## src/btc_pkg.sv

```systemverilog
// Constants and types for the branch, trap and co-processor execution unit
package btc_pkg;
	localparam int BTC_XLEN = 32;
	localparam int BTC_OFFW = 16;
	localparam logic [4:0] BTC_LINK_REG = 5'h1f;
	localparam logic [31:0] BTC_PC_STEP = 32'h0000_0004;
	localparam logic [31:0] BTC_RESET_PC = 32'hbfc0_0000;
	localparam logic [31:0] BTC_EXC_VECTOR = 32'h8000_0080;
	// Primary opcode field values
	localparam logic [5:0] BTC_OP_SPECIAL = 6'h00;
	localparam logic [5:0] BTC_OP_BCOND = 6'h01;
	localparam logic [5:0] BTC_OP_BR_EQ = 6'h04;
	localparam logic [5:0] BTC_OP_BR_NE = 6'h05;
	localparam logic [5:0] BTC_OP_BR_NPOS = 6'h06;
	localparam logic [5:0] BTC_OP_BR_POS = 6'h07;
	localparam logic [3:0] BTC_OP_COP = 4'h4;
	localparam logic [3:0] BTC_OP_LWC = 4'hc;
	localparam logic [3:0] BTC_OP_SWC = 4'he;
	// Function field values
	localparam logic [5:0] BTC_FN_SYSTRAP = 6'h0c;
	localparam logic [5:0] BTC_FN_DBGTRAP = 6'h0d;
	// Co-processor sub-op field values (bits 25:21)
	localparam logic [4:0] BTC_CO_MF = 5'h00;
	localparam logic [4:0] BTC_CO_CF = 5'h02;
	localparam logic [4:0] BTC_CO_MT = 5'h04;
	localparam logic [4:0] BTC_CO_CT = 5'h06;
	localparam logic [4:0] BTC_CO_BC = 5'h08;
	// Exception cause codes
	localparam logic [4:0] BTC_EXC_NONE = 5'h00;
	localparam logic [4:0] BTC_EXC_SYS = 5'h08;
	localparam logic [4:0] BTC_EXC_BP = 5'h09;
	localparam logic [4:0] BTC_EXC_CPU = 5'h0b;
	// Co-processor transfer kinds
	typedef enum logic [2:0] {
		BTC_CX_NONE = 3'b000,
		BTC_CX_LOAD = 3'b001,
		BTC_CX_STORE = 3'b010,
		BTC_CX_MTD = 3'b011,
		BTC_CX_MFD = 3'b100,
		BTC_CX_MTC = 3'b101,
		BTC_CX_MFC = 3'b110,
		BTC_CX_OPER = 3'b111
	} btc_cx_e;
endpackage : btc_pkg

```

## src/btc_branch_eval.sv

```systemverilog
// Branch condition and target evaluation
`timescale 1ns/1ns
`default_nettype none
module btc_branch_eval
	import btc_pkg::*;
(
	input wire logic [31:0] instr_i,
	input wire logic [31:0] slot_pc_i,
	input wire logic [31:0] rs_val_i,
	input wire logic [31:0] rt_val_i,
	input wire logic [3:0] cond_i,
	output logic is_branch_o,
	output logic taken_o,
	output logic link_o,
	output logic [31:0] target_o
);
	logic [5:0] op;
	logic [4:0] sel;
	logic neg;
	logic zero;
	assign op = instr_i[31:26];
	assign sel = instr_i[20:16];
	assign neg = rs_val_i[31];
	assign zero = (rs_val_i == 32'h0000_0000);
	assign target_o = slot_pc_i + {{14{instr_i[15]}}, instr_i[15:0], 2'b00};
	always_comb begin
		is_branch_o = 1'b0;
		taken_o = 1'b0;
		link_o = 1'b0;
		unique case (op)
			BTC_OP_BR_EQ: begin
				is_branch_o = 1'b1;
				taken_o = (rs_val_i == rt_val_i);
			end
			BTC_OP_BR_NE: begin
				is_branch_o = 1'b1;
				taken_o = (rs_val_i != rt_val_i);
			end
			BTC_OP_BR_NPOS: begin
				is_branch_o = 1'b1;
				taken_o = neg | zero;
			end
			BTC_OP_BR_POS: begin
				is_branch_o = 1'b1;
				taken_o = ~neg & ~zero;
			end
			BTC_OP_BCOND: begin
				if ((sel[3:1] == 3'b000) && !sel[4 - 1 +: 1]) begin
					is_branch_o = 1'b1;
					taken_o = sel[0] ? ~neg : neg;
					link_o = sel[4];
				end
			end
			default: begin
				if ((op[5:2] == BTC_OP_COP) && (instr_i[25:21] == BTC_CO_BC)
						&& (sel[4:1] == 4'h0)) begin
					is_branch_o = 1'b1;
					taken_o = sel[0] ? cond_i[op[1:0]] : ~cond_i[op[1:0]];
				end
			end
		endcase
	end
endmodule : btc_branch_eval
`default_nettype wire

```

## src/btc_exec.sv

```systemverilog
// Branch, trap and co-processor execution unit
`timescale 1ns/1ns
`default_nettype none
module btc_exec
	import btc_pkg::*;
(
	input wire logic clk_i,
	input wire logic rst_i,
	input wire logic instr_valid_i,
	input wire logic [31:0] instr_i,
	input wire logic [31:0] rs_val_i,
	input wire logic [31:0] rt_val_i,
	input wire logic [3:0] branch_condition_inputs_i,
	input wire logic [31:0] mem_rdata_i,
	input wire logic [31:0] cop_rdata_i,
	output logic [31:0] pc_o,
	output logic [31:0] fetch_pc_o,
	output logic exc_o,
	output logic [4:0] exc_code_o,
	output logic reg_we_o,
	output logic [4:0] reg_waddr_o,
	output logic [31:0] reg_wdata_o,
	output logic mem_req_o,
	output logic mem_we_o,
	output logic [31:0] mem_addr_o,
	output logic [31:0] mem_wdata_o,
	output logic cop_req_o,
	output logic [1:0] cop_sel_o,
	output logic [2:0] cop_kind_o,
	output logic [4:0] cop_reg_o,
	output logic [31:0] cop_wdata_o,
	output logic [24:0] cop_func_o
);
	typedef struct packed {
		logic [31:0] pc;
		logic [31:0] fetch_pc;
		logic pend;
		logic [31:0] pend_tgt;
		logic [3:0] cond_a;
		logic [3:0] cond_b;
		logic exc;
		logic [4:0] exc_code;
		logic reg_we;
		logic [4:0] reg_waddr;
		logic [31:0] reg_wdata;
		logic mem_req;
		logic mem_we;
		logic [31:0] mem_addr;
		logic [31:0] mem_wdata;
		logic cop_req;
		logic [1:0] cop_sel;
		logic [2:0] cop_kind;
		logic [4:0] cop_reg;
		logic [31:0] cop_wdata;
		logic [24:0] cop_func;
	} btc_state_s;

	btc_state_s st_r;
	btc_state_s st_nxt;
	logic is_br;
	logic br_taken;
	logic br_link;
	logic [31:0] br_target;
	logic [31:0] slot_pc;
	logic [5:0] op;
	logic [4:0] cop_sub;
	logic [1:0] cop_z;
	logic [31:0] ls_addr;

	assign op = instr_i[31:26];
	assign cop_sub = instr_i[25:21];
	assign cop_z = op[1:0];
	assign slot_pc = st_r.pc + BTC_PC_STEP;
	assign ls_addr = rs_val_i + {{16{instr_i[15]}}, instr_i[15:0]};

	btc_branch_eval u_eval (
		.instr_i(instr_i),
		.slot_pc_i(slot_pc),
		.rs_val_i(rs_val_i),
		.rt_val_i(rt_val_i),
		.cond_i(st_r.cond_b),
		.is_branch_o(is_br),
		.taken_o(br_taken),
		.link_o(br_link),
		.target_o(br_target)
	);

	always_comb begin
		st_nxt = st_r;
		st_nxt.cond_a = branch_condition_inputs_i;
		st_nxt.cond_b = st_r.cond_a;
		st_nxt.exc = 1'b0;
		st_nxt.reg_we = 1'b0;
		st_nxt.mem_req = 1'b0;
		st_nxt.mem_we = 1'b0;
		st_nxt.cop_req = 1'b0;
		st_nxt.cop_kind = BTC_CX_NONE;
		st_nxt.exc_code = BTC_EXC_NONE;
		if (instr_valid_i) begin
			// Sequential advance, or the pending redirect once the slot issues
			st_nxt.pc = st_r.pend ? st_r.pend_tgt : slot_pc;
			st_nxt.pend = 1'b0;
			if (is_br) begin
				st_nxt.pend = br_taken;
				st_nxt.pend_tgt = br_target;
				if (br_link) begin
					st_nxt.reg_we = 1'b1;
					st_nxt.reg_waddr = BTC_LINK_REG;
					st_nxt.reg_wdata = slot_pc + BTC_PC_STEP;
				end
			end else if (op == BTC_OP_SPECIAL && instr_i[5:0] == BTC_FN_SYSTRAP) begin
				st_nxt.exc = 1'b1;
				st_nxt.exc_code = BTC_EXC_SYS;
				st_nxt.pc = BTC_EXC_VECTOR;
				st_nxt.pend = 1'b0;
			end else if (op == BTC_OP_SPECIAL && instr_i[5:0] == BTC_FN_DBGTRAP) begin
				st_nxt.exc = 1'b1;
				st_nxt.exc_code = BTC_EXC_BP;
				st_nxt.pc = BTC_EXC_VECTOR;
				st_nxt.pend = 1'b0;
			end else if (op[5:2] == BTC_OP_COP || op[5:2] == BTC_OP_LWC
					|| op[5:2] == BTC_OP_SWC) begin
				if (cop_z != 2'b00) begin
					st_nxt.exc = 1'b1;
					st_nxt.exc_code = BTC_EXC_CPU;
					st_nxt.pc = BTC_EXC_VECTOR;
					st_nxt.pend = 1'b0;
				end else begin
					st_nxt.cop_req = 1'b1;
					st_nxt.cop_sel = cop_z;
					st_nxt.cop_reg = instr_i[15:11];
					st_nxt.cop_wdata = rt_val_i;
					st_nxt.cop_func = instr_i[24:0];
					if (op[5:2] == BTC_OP_LWC) begin
						st_nxt.mem_req = 1'b1;
						st_nxt.mem_addr = ls_addr;
						st_nxt.cop_kind = BTC_CX_LOAD;
						st_nxt.cop_reg = instr_i[20:16];
						st_nxt.cop_wdata = mem_rdata_i;
					end else if (op[5:2] == BTC_OP_SWC) begin
						st_nxt.mem_req = 1'b1;
						st_nxt.mem_we = 1'b1;
						st_nxt.mem_addr = ls_addr;
						st_nxt.mem_wdata = cop_rdata_i;
						st_nxt.cop_kind = BTC_CX_STORE;
						st_nxt.cop_reg = instr_i[20:16];
					end else if (instr_i[25]) begin
						st_nxt.cop_kind = BTC_CX_OPER;
					end else if (cop_sub == BTC_CO_MT) begin
						st_nxt.cop_kind = BTC_CX_MTD;
					end else if (cop_sub == BTC_CO_CT) begin
						st_nxt.cop_kind = BTC_CX_MTC;
					end else if (cop_sub == BTC_CO_MF || cop_sub == BTC_CO_CF) begin
						st_nxt.cop_kind = (cop_sub == BTC_CO_MF) ? BTC_CX_MFD : BTC_CX_MFC;
						st_nxt.reg_we = 1'b1;
						st_nxt.reg_waddr = instr_i[20:16];
						st_nxt.reg_wdata = cop_rdata_i;
					end else begin
						st_nxt.cop_req = 1'b0;
					end
				end
			end
		end
		st_nxt.fetch_pc = st_nxt.pc;
	end

	always_ff @(posedge clk_i or posedge rst_i) begin
		if (rst_i) begin
			st_r <= '0;
			st_r.pc <= BTC_RESET_PC;
			st_r.fetch_pc <= BTC_RESET_PC;
		end else begin
			st_r <= st_nxt;
		end
	end

	assign pc_o = st_r.pc;
	assign fetch_pc_o = st_r.fetch_pc;
	assign exc_o = st_r.exc;
	assign exc_code_o = st_r.exc_code;
	assign reg_we_o = st_r.reg_we;
	assign reg_waddr_o = st_r.reg_waddr;
	assign reg_wdata_o = st_r.reg_wdata;
	assign mem_req_o = st_r.mem_req;
	assign mem_we_o = st_r.mem_we;
	assign mem_addr_o = st_r.mem_addr;
	assign mem_wdata_o = st_r.mem_wdata;
	assign cop_req_o = st_r.cop_req;
	assign cop_sel_o = st_r.cop_sel;
	assign cop_kind_o = st_r.cop_kind;
	assign cop_reg_o = st_r.cop_reg;
	assign cop_wdata_o = st_r.cop_wdata;
	assign cop_func_o = st_r.cop_func;

	a_eq_taken: assert property (@(posedge clk_i) disable iff (rst_i)
		(instr_valid_i && op == BTC_OP_BR_EQ && rs_val_i == rt_val_i)
		##1 instr_valid_i |=> (pc_o == $past(st_r.pend_tgt)))
		else $error("equal branch did not redirect after slot");
	a_ne_fall: assert property (@(posedge clk_i) disable iff (rst_i)
		(instr_valid_i && op == BTC_OP_BR_NE && rs_val_i == rt_val_i && !st_r.pend)
		|=> !st_r.pend)
		else $error("unequal branch taken on equal values");
	a_delay_slot: assert property (@(posedge clk_i) disable iff (rst_i)
		(instr_valid_i && is_br && br_taken && !st_r.pend)
		|=> (pc_o == $past(slot_pc)))
		else $error("delay slot skipped");
	a_link_write: assert property (@(posedge clk_i) disable iff (rst_i)
		(instr_valid_i && br_link)
		|=> (reg_we_o && reg_waddr_o == BTC_LINK_REG && reg_wdata_o == pc_o + BTC_PC_STEP))
		else $error("link write wrong");
	a_sys_trap: assert property (@(posedge clk_i) disable iff (rst_i)
		(instr_valid_i && !is_br && op == BTC_OP_SPECIAL && instr_i[5:0] == BTC_FN_SYSTRAP)
		|=> (exc_o && exc_code_o == BTC_EXC_SYS && pc_o == BTC_EXC_VECTOR))
		else $error("system trap not raised");
	a_dbg_trap: assert property (@(posedge clk_i) disable iff (rst_i)
		(instr_valid_i && !is_br && op == BTC_OP_SPECIAL && instr_i[5:0] == BTC_FN_DBGTRAP)
		|=> (exc_o && exc_code_o == BTC_EXC_BP))
		else $error("debug trap not raised");
	a_ls_addr: assert property (@(posedge clk_i) disable iff (rst_i)
		(instr_valid_i && op[5:2] == BTC_OP_LWC && cop_z == 2'b00)
		|=> (mem_req_o && !mem_we_o && mem_addr_o == $past(ls_addr)))
		else $error("load address wrong");
	a_cop_only0: assert property (@(posedge clk_i) disable iff (rst_i)
		(instr_valid_i && op[5:2] == BTC_OP_COP && cop_z != 2'b00 && !is_br)
		|=> (!cop_req_o && exc_o && exc_code_o == BTC_EXC_CPU))
		else $error("non-zero co-processor accepted");
	a_cop_oper: assert property (@(posedge clk_i) disable iff (rst_i)
		(instr_valid_i && op == 6'h10 && instr_i[25])
		|=> (cop_req_o && cop_kind_o == BTC_CX_OPER && !reg_we_o && !mem_req_o))
		else $error("co-processor operation changed state");
	a_ne_taken: assert property (@(posedge clk_i) disable iff (rst_i)
		(instr_valid_i && op == BTC_OP_BR_NE && rs_val_i != rt_val_i)
		|=> st_r.pend)
		else $error("unequal branch not taken on differing values");
	a_eq_fall: assert property (@(posedge clk_i) disable iff (rst_i)
		(instr_valid_i && op == BTC_OP_BR_EQ && rs_val_i != rt_val_i)
		|=> !st_r.pend)
		else $error("equal branch taken on differing values");
	a_npos_branch: assert property (@(posedge clk_i) disable iff (rst_i)
		(instr_valid_i && op == BTC_OP_BR_NPOS)
		|=> (st_r.pend == ($signed($past(rs_val_i)) <= 32'sh0)))
		else $error("nonpositive branch decision wrong");
	a_pos_branch: assert property (@(posedge clk_i) disable iff (rst_i)
		(instr_valid_i && op == BTC_OP_BR_POS)
		|=> (st_r.pend == ($signed($past(rs_val_i)) > 32'sh0)))
		else $error("positive branch decision wrong");
	a_neg_branch: assert property (@(posedge clk_i) disable iff (rst_i)
		(instr_valid_i && op == BTC_OP_BCOND && instr_i[20:16] == 5'h00)
		|=> (st_r.pend == ($signed($past(rs_val_i)) < 32'sh0)))
		else $error("negative branch decision wrong");
	a_nonneg_branch: assert property (@(posedge clk_i) disable iff (rst_i)
		(instr_valid_i && op == BTC_OP_BCOND && instr_i[20:16] == 5'h01)
		|=> (st_r.pend == ($signed($past(rs_val_i)) >= 32'sh0)))
		else $error("nonnegative branch decision wrong");
	a_target_form: assert property (@(posedge clk_i) disable iff (rst_i)
		(instr_valid_i && is_br)
		|=> (st_r.pend_tgt == $past(st_r.pc) + BTC_PC_STEP
			+ $past({{14{instr_i[15]}}, instr_i[15:0], 2'b00})))
		else $error("branch target wrong");
	a_cond_true: assert property (@(posedge clk_i) disable iff (rst_i)
		(instr_valid_i && op[5:2] == BTC_OP_COP && cop_sub == BTC_CO_BC
			&& instr_i[20:16] == 5'h01)
		|=> (st_r.pend == $past(st_r.cond_b[cop_z])))
		else $error("condition true branch wrong");
	a_cond_false: assert property (@(posedge clk_i) disable iff (rst_i)
		(instr_valid_i && op[5:2] == BTC_OP_COP && cop_sub == BTC_CO_BC
			&& instr_i[20:16] == 5'h00)
		|=> (st_r.pend == !$past(st_r.cond_b[cop_z])))
		else $error("condition false branch wrong");
	a_bc_any_unit: assert property (@(posedge clk_i) disable iff (rst_i)
		(instr_valid_i && op[5:2] == BTC_OP_COP && cop_sub == BTC_CO_BC
			&& instr_i[20:17] == 4'h0)
		|=> !exc_o)
		else $error("condition branch refused");
	a_ld_data: assert property (@(posedge clk_i) disable iff (rst_i)
		(instr_valid_i && op[5:2] == BTC_OP_LWC && cop_z == 2'b00)
		|=> (cop_req_o && cop_kind_o == BTC_CX_LOAD && cop_reg_o == $past(instr_i[20:16])
			&& cop_wdata_o == $past(mem_rdata_i)))
		else $error("load word not delivered");
	a_st_data: assert property (@(posedge clk_i) disable iff (rst_i)
		(instr_valid_i && op[5:2] == BTC_OP_SWC && cop_z == 2'b00)
		|=> (mem_req_o && mem_we_o && mem_addr_o == $past(ls_addr)
			&& mem_wdata_o == $past(cop_rdata_i)))
		else $error("store word wrong");
	a_mt_data: assert property (@(posedge clk_i) disable iff (rst_i)
		(instr_valid_i && op == 6'h10 && cop_sub == BTC_CO_MT)
		|=> (cop_req_o && cop_kind_o == BTC_CX_MTD && cop_reg_o == $past(instr_i[15:11])
			&& cop_wdata_o == $past(rt_val_i)))
		else $error("move to data wrong");
	a_mf_data: assert property (@(posedge clk_i) disable iff (rst_i)
		(instr_valid_i && op == 6'h10 && cop_sub == BTC_CO_MF)
		|=> (reg_we_o && reg_waddr_o == $past(instr_i[20:16])
			&& reg_wdata_o == $past(cop_rdata_i)))
		else $error("move from data wrong");
	a_ct_ctl: assert property (@(posedge clk_i) disable iff (rst_i)
		(instr_valid_i && op == 6'h10 && cop_sub == BTC_CO_CT)
		|=> (cop_req_o && cop_kind_o == BTC_CX_MTC && cop_wdata_o == $past(rt_val_i)))
		else $error("move to control wrong");
	a_cf_ctl: assert property (@(posedge clk_i) disable iff (rst_i)
		(instr_valid_i && op == 6'h10 && cop_sub == BTC_CO_CF)
		|=> (reg_we_o && cop_kind_o == BTC_CX_MFC && reg_wdata_o == $past(cop_rdata_i)))
		else $error("move from control wrong");
	a_slot_exec: assert property (@(posedge clk_i) disable iff (rst_i)
		(instr_valid_i && st_r.pend)
		|=> (exc_o || pc_o == $past(st_r.pend_tgt)))
		else $error("redirect lost after slot");
	a_idle_hold: assert property (@(posedge clk_i) disable iff (rst_i)
		!instr_valid_i
		|=> (pc_o == $past(pc_o) && !exc_o && !reg_we_o))
		else $error("state moved while stalled");
	a_oper_func: assert property (@(posedge clk_i) disable iff (rst_i)
		(instr_valid_i && op == 6'h10 && instr_i[25])
		|=> (cop_func_o == $past(instr_i[24:0]) && cop_sel_o == 2'h0))
		else $error("operation function not passed");
	a_ldst_only0: assert property (@(posedge clk_i) disable iff (rst_i)
		(instr_valid_i && (op[5:2] == BTC_OP_LWC || op[5:2] == BTC_OP_SWC) && cop_z != 2'b00)
		|=> (exc_o && exc_code_o == BTC_EXC_CPU && !mem_req_o && !cop_req_o))
		else $error("load or store to other unit accepted");
endmodule : btc_exec
`default_nettype wire

```

## config.mk

```make
export PLATFORM = sky130hd
export DESIGN_NAME = btc_exec
export DESIGN_NICKNAME = d
export VERILOG_FILES = /design/src/btc_pkg.sv /design/src/btc_branch_eval.sv /design/src/btc_exec.sv
export SDC_FILE = /design/constraint.sdc
export NUM_CORES = 1
export LEC_CHECK = 0
export BUFFER_PORTS_ARGS = -buffer_cell sky130_fd_sc_hd__buf_2
export CAP_MARGIN = 15
export CORE_MARGIN = 2
export CORE_UTILIZATION = 55
export DETAILED_ROUTE_END_ITERATION = 7
export PLACE_DENSITY = 0.84
export SKIP_CTS_REPAIR_TIMING = 1
export SYNTH_ARGS = -nofsm -noshare
export SYNTH_HDL_FRONTEND = slang
export SYNTH_SLANG_ARGS = --single-unit
```

## constraint.sdc

```tcl
create_clock -name clk_i -period 9.4 [get_ports clk_i]
set_input_delay 1.88 -clock clk_i [delete_from_list [all_inputs] [get_ports clk_i]]
set_output_delay 1.88 -clock clk_i [all_outputs]
set_load 0.05 [all_outputs]
```

======== Word level (Yosys, flattened, before mapping) ========
Cells that the tools add are included.
word-level totals
  bits in registers ....................... 251
  bits of input ports ..................... 167
  output and inout bits ................... 242
  word-level logic and storage cells ...... 140
cells by class
  add/sub/neg operators ................... 4
  magnitude comparators ................... 1
  equal/unequal tests ..................... 25
  mux-type cells .......................... 56
  bitwise logic cells ..................... 10
  reductions and logical operators ........ 24
operators by type and width
  kind                                                             count
  172-bit two-way mux                                              3
  178-bit two-way mux                                              2
  38-bit two-way mux                                               8
  32-bit two-way mux                                               8
  134-bit two-way mux                                              1
  66-bit two-way mux                                               1
  32-bit by 3-bit adder with 32-bit output, second input constant  2
  32-bit adder                                                     2
  33-bit two-way mux                                               1
  32-bit == test                                                   1
  32-bit zero test                                                 1
  32-bit != test                                                   1
  6-bit by 3-bit == test with 1-bit output, second input constant  4
  6-bit two-way mux                                                4
  1-bit two-way mux                                                17
  3-bit two-way mux                                                5
  2-bit != test, second input constant                             7
  6-bit by 4-bit == test with 1-bit output, second input constant  2
  12-bit AND reduction                                             1
  5-bit by 3-bit == test with 1-bit output, second input constant  2
  4-bit == test, second input constant                             2
  8-bit two-way mux                                                1
  1-bit NOT                                                        8
  8-bit AND reduction                                              1
  25 further kinds                                                 35

======== Logic depth before layout (Yosys ltp) ========
  depth in word-level cells ............... 14
  mapped depth ............................ 16
  depth with buffers taken out ............ 15

======== By module ========
Synthesis repeated with hierarchy kept, for this count alone.
unflattened totals
  cells, all modules ...................... 1,797
  area total of the unflattened synthesis .. 16,799.9 um^2
modules (own cells, without submodules)
  module           instances  cells each  area an instance (um^2)  seq. area each (um^2)
  btc_exec         1          1,493       14,690.3                 6,217.2
  btc_branch_eval  1          304         2,109.5                  0.0

======== Least setup slack after synthesis ========
No wires, ideal clock.
  path kind ............................... input port to flip-flop
  start point ............................. input port instr_i[0]
  end point ............................... register st_r[210] in the netlist's numbering
  arrival ................................. 4.243 ns
  slack ................................... 5.088 ns
  stages on the path ...................... 10
  cells stage by stage .................... ha_1 > fa_1 > a211oi_1 > o21ai_0 > o311ai_0 > nand3_1 > o21bai_1 > nand2_1 > or4_1 > nand3_1
on the way
  longest elaborated chain between the ends .. 1
RTL lines
  what                  line                   text
  start, declared       btc_exec.sv:10         input wire logic [31:0] instr_i,
  32-bit adder          btc_branch_eval.sv:25  assign target_o = slot_pc_i + {{14{instr_i[15]}}, instr_i[15:0], 2'b00};
  end signal, assigned  btc_exec.sv:173        st_r <= st_nxt;
  end, declared         btc_exec.sv:58         btc_state_s st_r;
No other way between the ends.
A chain may end at the register's enable or synchronous reset.

======== Worst setup path after layout ========
  start point ............................. input port instr_i[29]
  end point ............................... register st_r (netlist bit mem_addr_o[30])
on the way
  longest elaborated chain between the ends .. 7
RTL lines
  what                                      line                                    text
  4-bit by 3-bit == test with 1-bit output  btc_branch_eval.sv:55, btc_exec.sv:121
  1-bit logical AND                         btc_branch_eval.sv:55                   if ((op[5:2] == BTC_OP_COP) && (instr_i[25:21] == BTC_CO_BC)
  1-bit logical AND                         btc_branch_eval.sv:56                   && (sel[4:1] == 4'h0)) begin
  1-bit two-way mux                         btc_branch_eval.sv:55
  1-bit one-hot mux with 2 select lines     btc_branch_eval.sv:30                   unique case (op)
  1-bit NOT (no source line)                -
  7-bit AND reduction (no source line)      -
Several ways; a longest one is shown, not always the timed one.

==> results summary <==
The internal power came out at 2.498 mW. The post-layout net count is 2,184. The via count of the first global-routing pass was 13,490.

In this run the core area contains 64 standard-cell rows. Summing all placed instances gives a cell area of 17,390 um^2. The met2 demand-to-capacity share in global routing is 0.5296. The worst reg-to-reg path cell count came out at 14. The max-slew violation count came out at 0. The most used flip-flop cell after synthesis is sky130_fd_sc_hd__dfrtp_1. Setup repair after global routing left no endpoint under its margin.

The post-synthesis cell count is 1,814. The share of the cycle needed by the critical path after routing came out at 0.5027. The placeable core region came out at 30,350 um^2. The highest ir drop seen on vdd came out at 0.0001679 V. The number of max-cap violations is 0. The leakage power summed over all cells came out at 8.986 nW. The global placer's final weighted congestion is 0.9656. The number of synthesized register bits came out at 248.

The total count of hold-check failures in the final report is 0. The post-route core utilization is 0.6054. The layer flagged by global routing as most heavily used is met2.

The global routing usage on met1 came out at 0.3631. By count the netlist is led by sky130_fd_sc_hd__buf_4 (239), sky130_fd_sc_hd__dfrtp_1 (239), sky130_fd_sc_hd__nand2_1 (153). For this configuration, the core starts out at a cell density of 0.5552. The clock network latency to the later pin of the worst-skew pair is 0.54 ns. Following the worst setup path forward leads to its endpoint at mem_addr_o[30]$_DFFE_PP0P_. The share of flip-flops with an asynchronous set or reset is 1.000. The post-route cell area came out at 18,370 um^2. The detailed-router iteration count before antenna repair came out at 7. The number of buffer cells added on primary ports is 406.

Yosys printed 0 warnings. The post-synthesis area per instance came out at 9.288 um^2. In this run the critical register-to-register path is captured at st_r[212]$_DFFE_PP0P_. The final period demand of the worst path is 4.725 ns. In this run, synthesis inferred 0 flip-flops with an integrated enable. The die boundary width came out at 179.0 um.

TritonCTS built the clock tree. The share of total power dissipated in sequential elements is 0.332. Dividing the detail-routed wire length by the instance count gives 21.05 um.

The global-route congestion overflow total came out at 0. The maximum number of pins on one net before global-route repair came out at 112. The power per standard cell area came out at 239.6 nW/um^2. Data on the critical path arrives at its endpoint at 5.11 ns.

The violation count after the first detailed-route iteration is 1,336. The setup TNS after final layout is 0 ns. The number of levels in the clock H-tree came out at 1. The area share of the largest cell type after synthesis is 0.3550.

The transition time at the pin with the least slew margin came out at 1.049 ns. The number of setup violations in the final report came out at 0. Along the worst path, the maximum fanout reaches 62. The worst clock skew came out at 0.01288 ns. Of the cells placed in the final design, the portion with a size suffix greater than 1 is 0.2962. Sorting the synthesized cells by area gives the leading types as sky130_fd_sc_hd__dfrtp_1 (35%), sky130_fd_sc_hd__buf_4 (11%), sky130_fd_sc_hd__ha_1 (4.9%), sky130_fd_sc_hd__mux2_2 (3.9%), sky130_fd_sc_hd__a21oi_1 (3.6%). The area added between synthesis and finish came out at 9.045%. Of the total power, the share spent switching nets is 0.4325. The wire length of the first global-routing pass is 74,650 um. The cell type contributing the most total cell area after synthesis is sky130_fd_sc_hd__dfrtp_1. The height of the chip is 179.0 um. The detailed placement HPWL came out at 38,650 um. The clock slew seen by the registers of the worst setup and hold paths is 0.06 ns. The fraction of met3 tracks used by global routing came out at 0.05068. In this run the count of I/O pins placed on the die edge is 409.

The worst reg2reg path startpoint is fetch_pc_o[2]$_DFFE_PP0P_. The highest clock rate is 211.6 MHz. The average via count per standard cell came out at 5.988.

The unique cell type count in the Yosys netlist is 91. The kind of end point of the critical path is a register. The overall die area came out at 32,050 um^2.

The post-route antenna net violation count came out at 0. Tracing the worst setup path back leads to its startpoint at instr_i[29]. STA puts the critical path data required time at 9.78 ns. The clock network fraction of total power is 0.264.

The critical path is of the in -> reg type. The register area came out at 6217 um^2. Across every metal layer, demand over resource in global routing totals 0.3016. The remaining max-slew budget at the tightest pin came out at 0.2910.

The count of filler cells inserted in the layout is 2,481. The cell area after synthesis came out at 16,850 um^2. The number of vias after detailed routing is 14,160. The tightest min-delay check is of the reg -> reg type. The clock tree buffer depth is 3. The cell sitting at the root of the clock tree is a sky130_fd_sc_hd__clkbuf_16. The register-to-register setup slack came out at 4.75 ns. The area of the multi-input gates came out at 8341 um^2.

The net switching power figure came out at 1.904 mW. For this block, the routed nets add up to 49,790 um of wire. After detailed routing, the number of remaining DRC violations is 0. The number of antenna violations at the first check in global routing came out at 4. The run finished with clean final reports. The clock net sink count came out at 248. The number of CTS-inserted buffers came out at 27.

The part of the power in combinational logic is 0.404. The total design power is 4.402 mW. The tightest hold path in the finished design has a slack of 0.3482 ns.

The nature of the critical path startpoint is a primary input. The register area share after synthesis came out at 0.3690.
layout make-up:
| cell class | count | share of cell area |
|---|---|---|
| clock inverter | 12 | 0.01096 |
| tap | 396 | 0.02697 |
| multi-input combinational | 1200 | 0.4540 |
| timing repair buffer | 419 | 0.1159 |
| sequential | 248 | 0.3384 |
| clock buffer | 36 | 0.04243 |
| antenna | 1 | 0.0001362 |
| inverter | 53 | 0.01124 |
through the flow:
step / setup WS [ns] / std cells
4_1_cts: 4.733 / 2364
6_report: 4.675 / 2365
5_1_grt: 4.386 / 2365
3_3_place_gp: 4.378 / 2316
2_1_floorplan: 0.7200 / 1815
3_5_place_dp: 4.167 / 2316
power groups by stage:
stage / sequential [mW] / clock [mW] / combinational (mW)
final: 1.46 / 1.16 / 1.78
after global routing: 1.49 / 1.22 / 1.89
after CTS: 1.46 / 1.17 / 1.77
after detailed placement: 1.47 / 0 / 1.76
after global placement: 1.46 / 0 / 1.72
after floorplan: 1.40 / 0 / 1.63
flip-flops by register name, summed over array words and instances, names as in the netlist, 3 cells and up:
register,cells
st_r,37
cop_wdata_o,32
fetch_pc_o,32
mem_addr_o,32
mem_wdata_o,32
reg_wdata_o,32
cop_func_o,25
cop_reg_o,5
reg_waddr_o,5
st_nxt,4
cop_kind_o,3
exc_code_o,3
how the worst min path moves through the flow:
stage | startpoint | endpoint | slack [ns] | cells after the start
2_1_floorplan | st_nxt[178]$_DFF_PP0_ | st_r[178]$_DFF_PP0_ | 0.33 | 0
3_3_place_gp | st_nxt[178]$_DFF_PP0_ | st_r[178]$_DFF_PP0_ | 0.33 | 0
3_5_place_dp | st_nxt[180]$_DFF_PP0_ | st_r[180]$_DFF_PP0_ | 0.33 | 0
4_1_cts | st_nxt[180]$_DFF_PP0_ | st_r[180]$_DFF_PP0_ | 0.35 | 0
5_1_grt | st_nxt[180]$_DFF_PP0_ | st_r[180]$_DFF_PP0_ | 0.36 | 0
6_report | st_nxt[180]$_DFF_PP0_ | st_r[180]$_DFF_PP0_ | 0.35 | 0
layout by cell type (no fill, tap or decap), drive strengths merged, types with 15 or more instances in the layout:
cell type and count:
mux2i 47, nor4 30, xnor2 69, buf 419, xor2 59, nand3 44
clkbuf 36, a31oi 19, and3 15, a221oi 16, inv 53, ha 66
o22ai 28, nand2 153, a21o 20, nor3 23, nor2 128, a21oi 123
nand4 29, dfrtp 239, mux2 58, o21ai 97
routing by layer:
layer,part of all wire,vias to the layer above
li1,-,6486
met1,0.39,6827
met2,0.49,716
met3,0.079,130
met4,0.044,2
met5,0.00026,-
cells by family after synthesis:
logic type                 count (synthesis)  share of synthesized area
other                                      1                  0.0002226
muxes                                    106                    0.06802
buffers and inverters                    367                     0.1386
adders and majority gates                 68                    0.05139
AOI/OAI and AO/OA                        414                     0.1564
DFF                                      248                     0.3690
and+or+nand+nor                          482                     0.1458
xor gates and xnor gates                 128                    0.07055
worst max-delay path, stage by stage:
cell and delay, ns:
sky130_fd_sc_hd__buf_2 0.17, sky130_fd_sc_hd__nor4_1 0.49, sky130_fd_sc_hd__and4b_1 0.37, sky130_fd_sc_hd__nand2b_1 0.26, sky130_fd_sc_hd__or3_1 0.29, sky130_fd_sc_hd__nand2b_2 0.80, sky130_fd_sc_hd__inv_1 0.27, sky130_fd_sc_hd__and3_1 0.27
sky130_fd_sc_hd__mux2i_1 0.12, sky130_fd_sc_hd__o311ai_0 0.14
No activity file was read; power rests on OpenSTA's default activity.
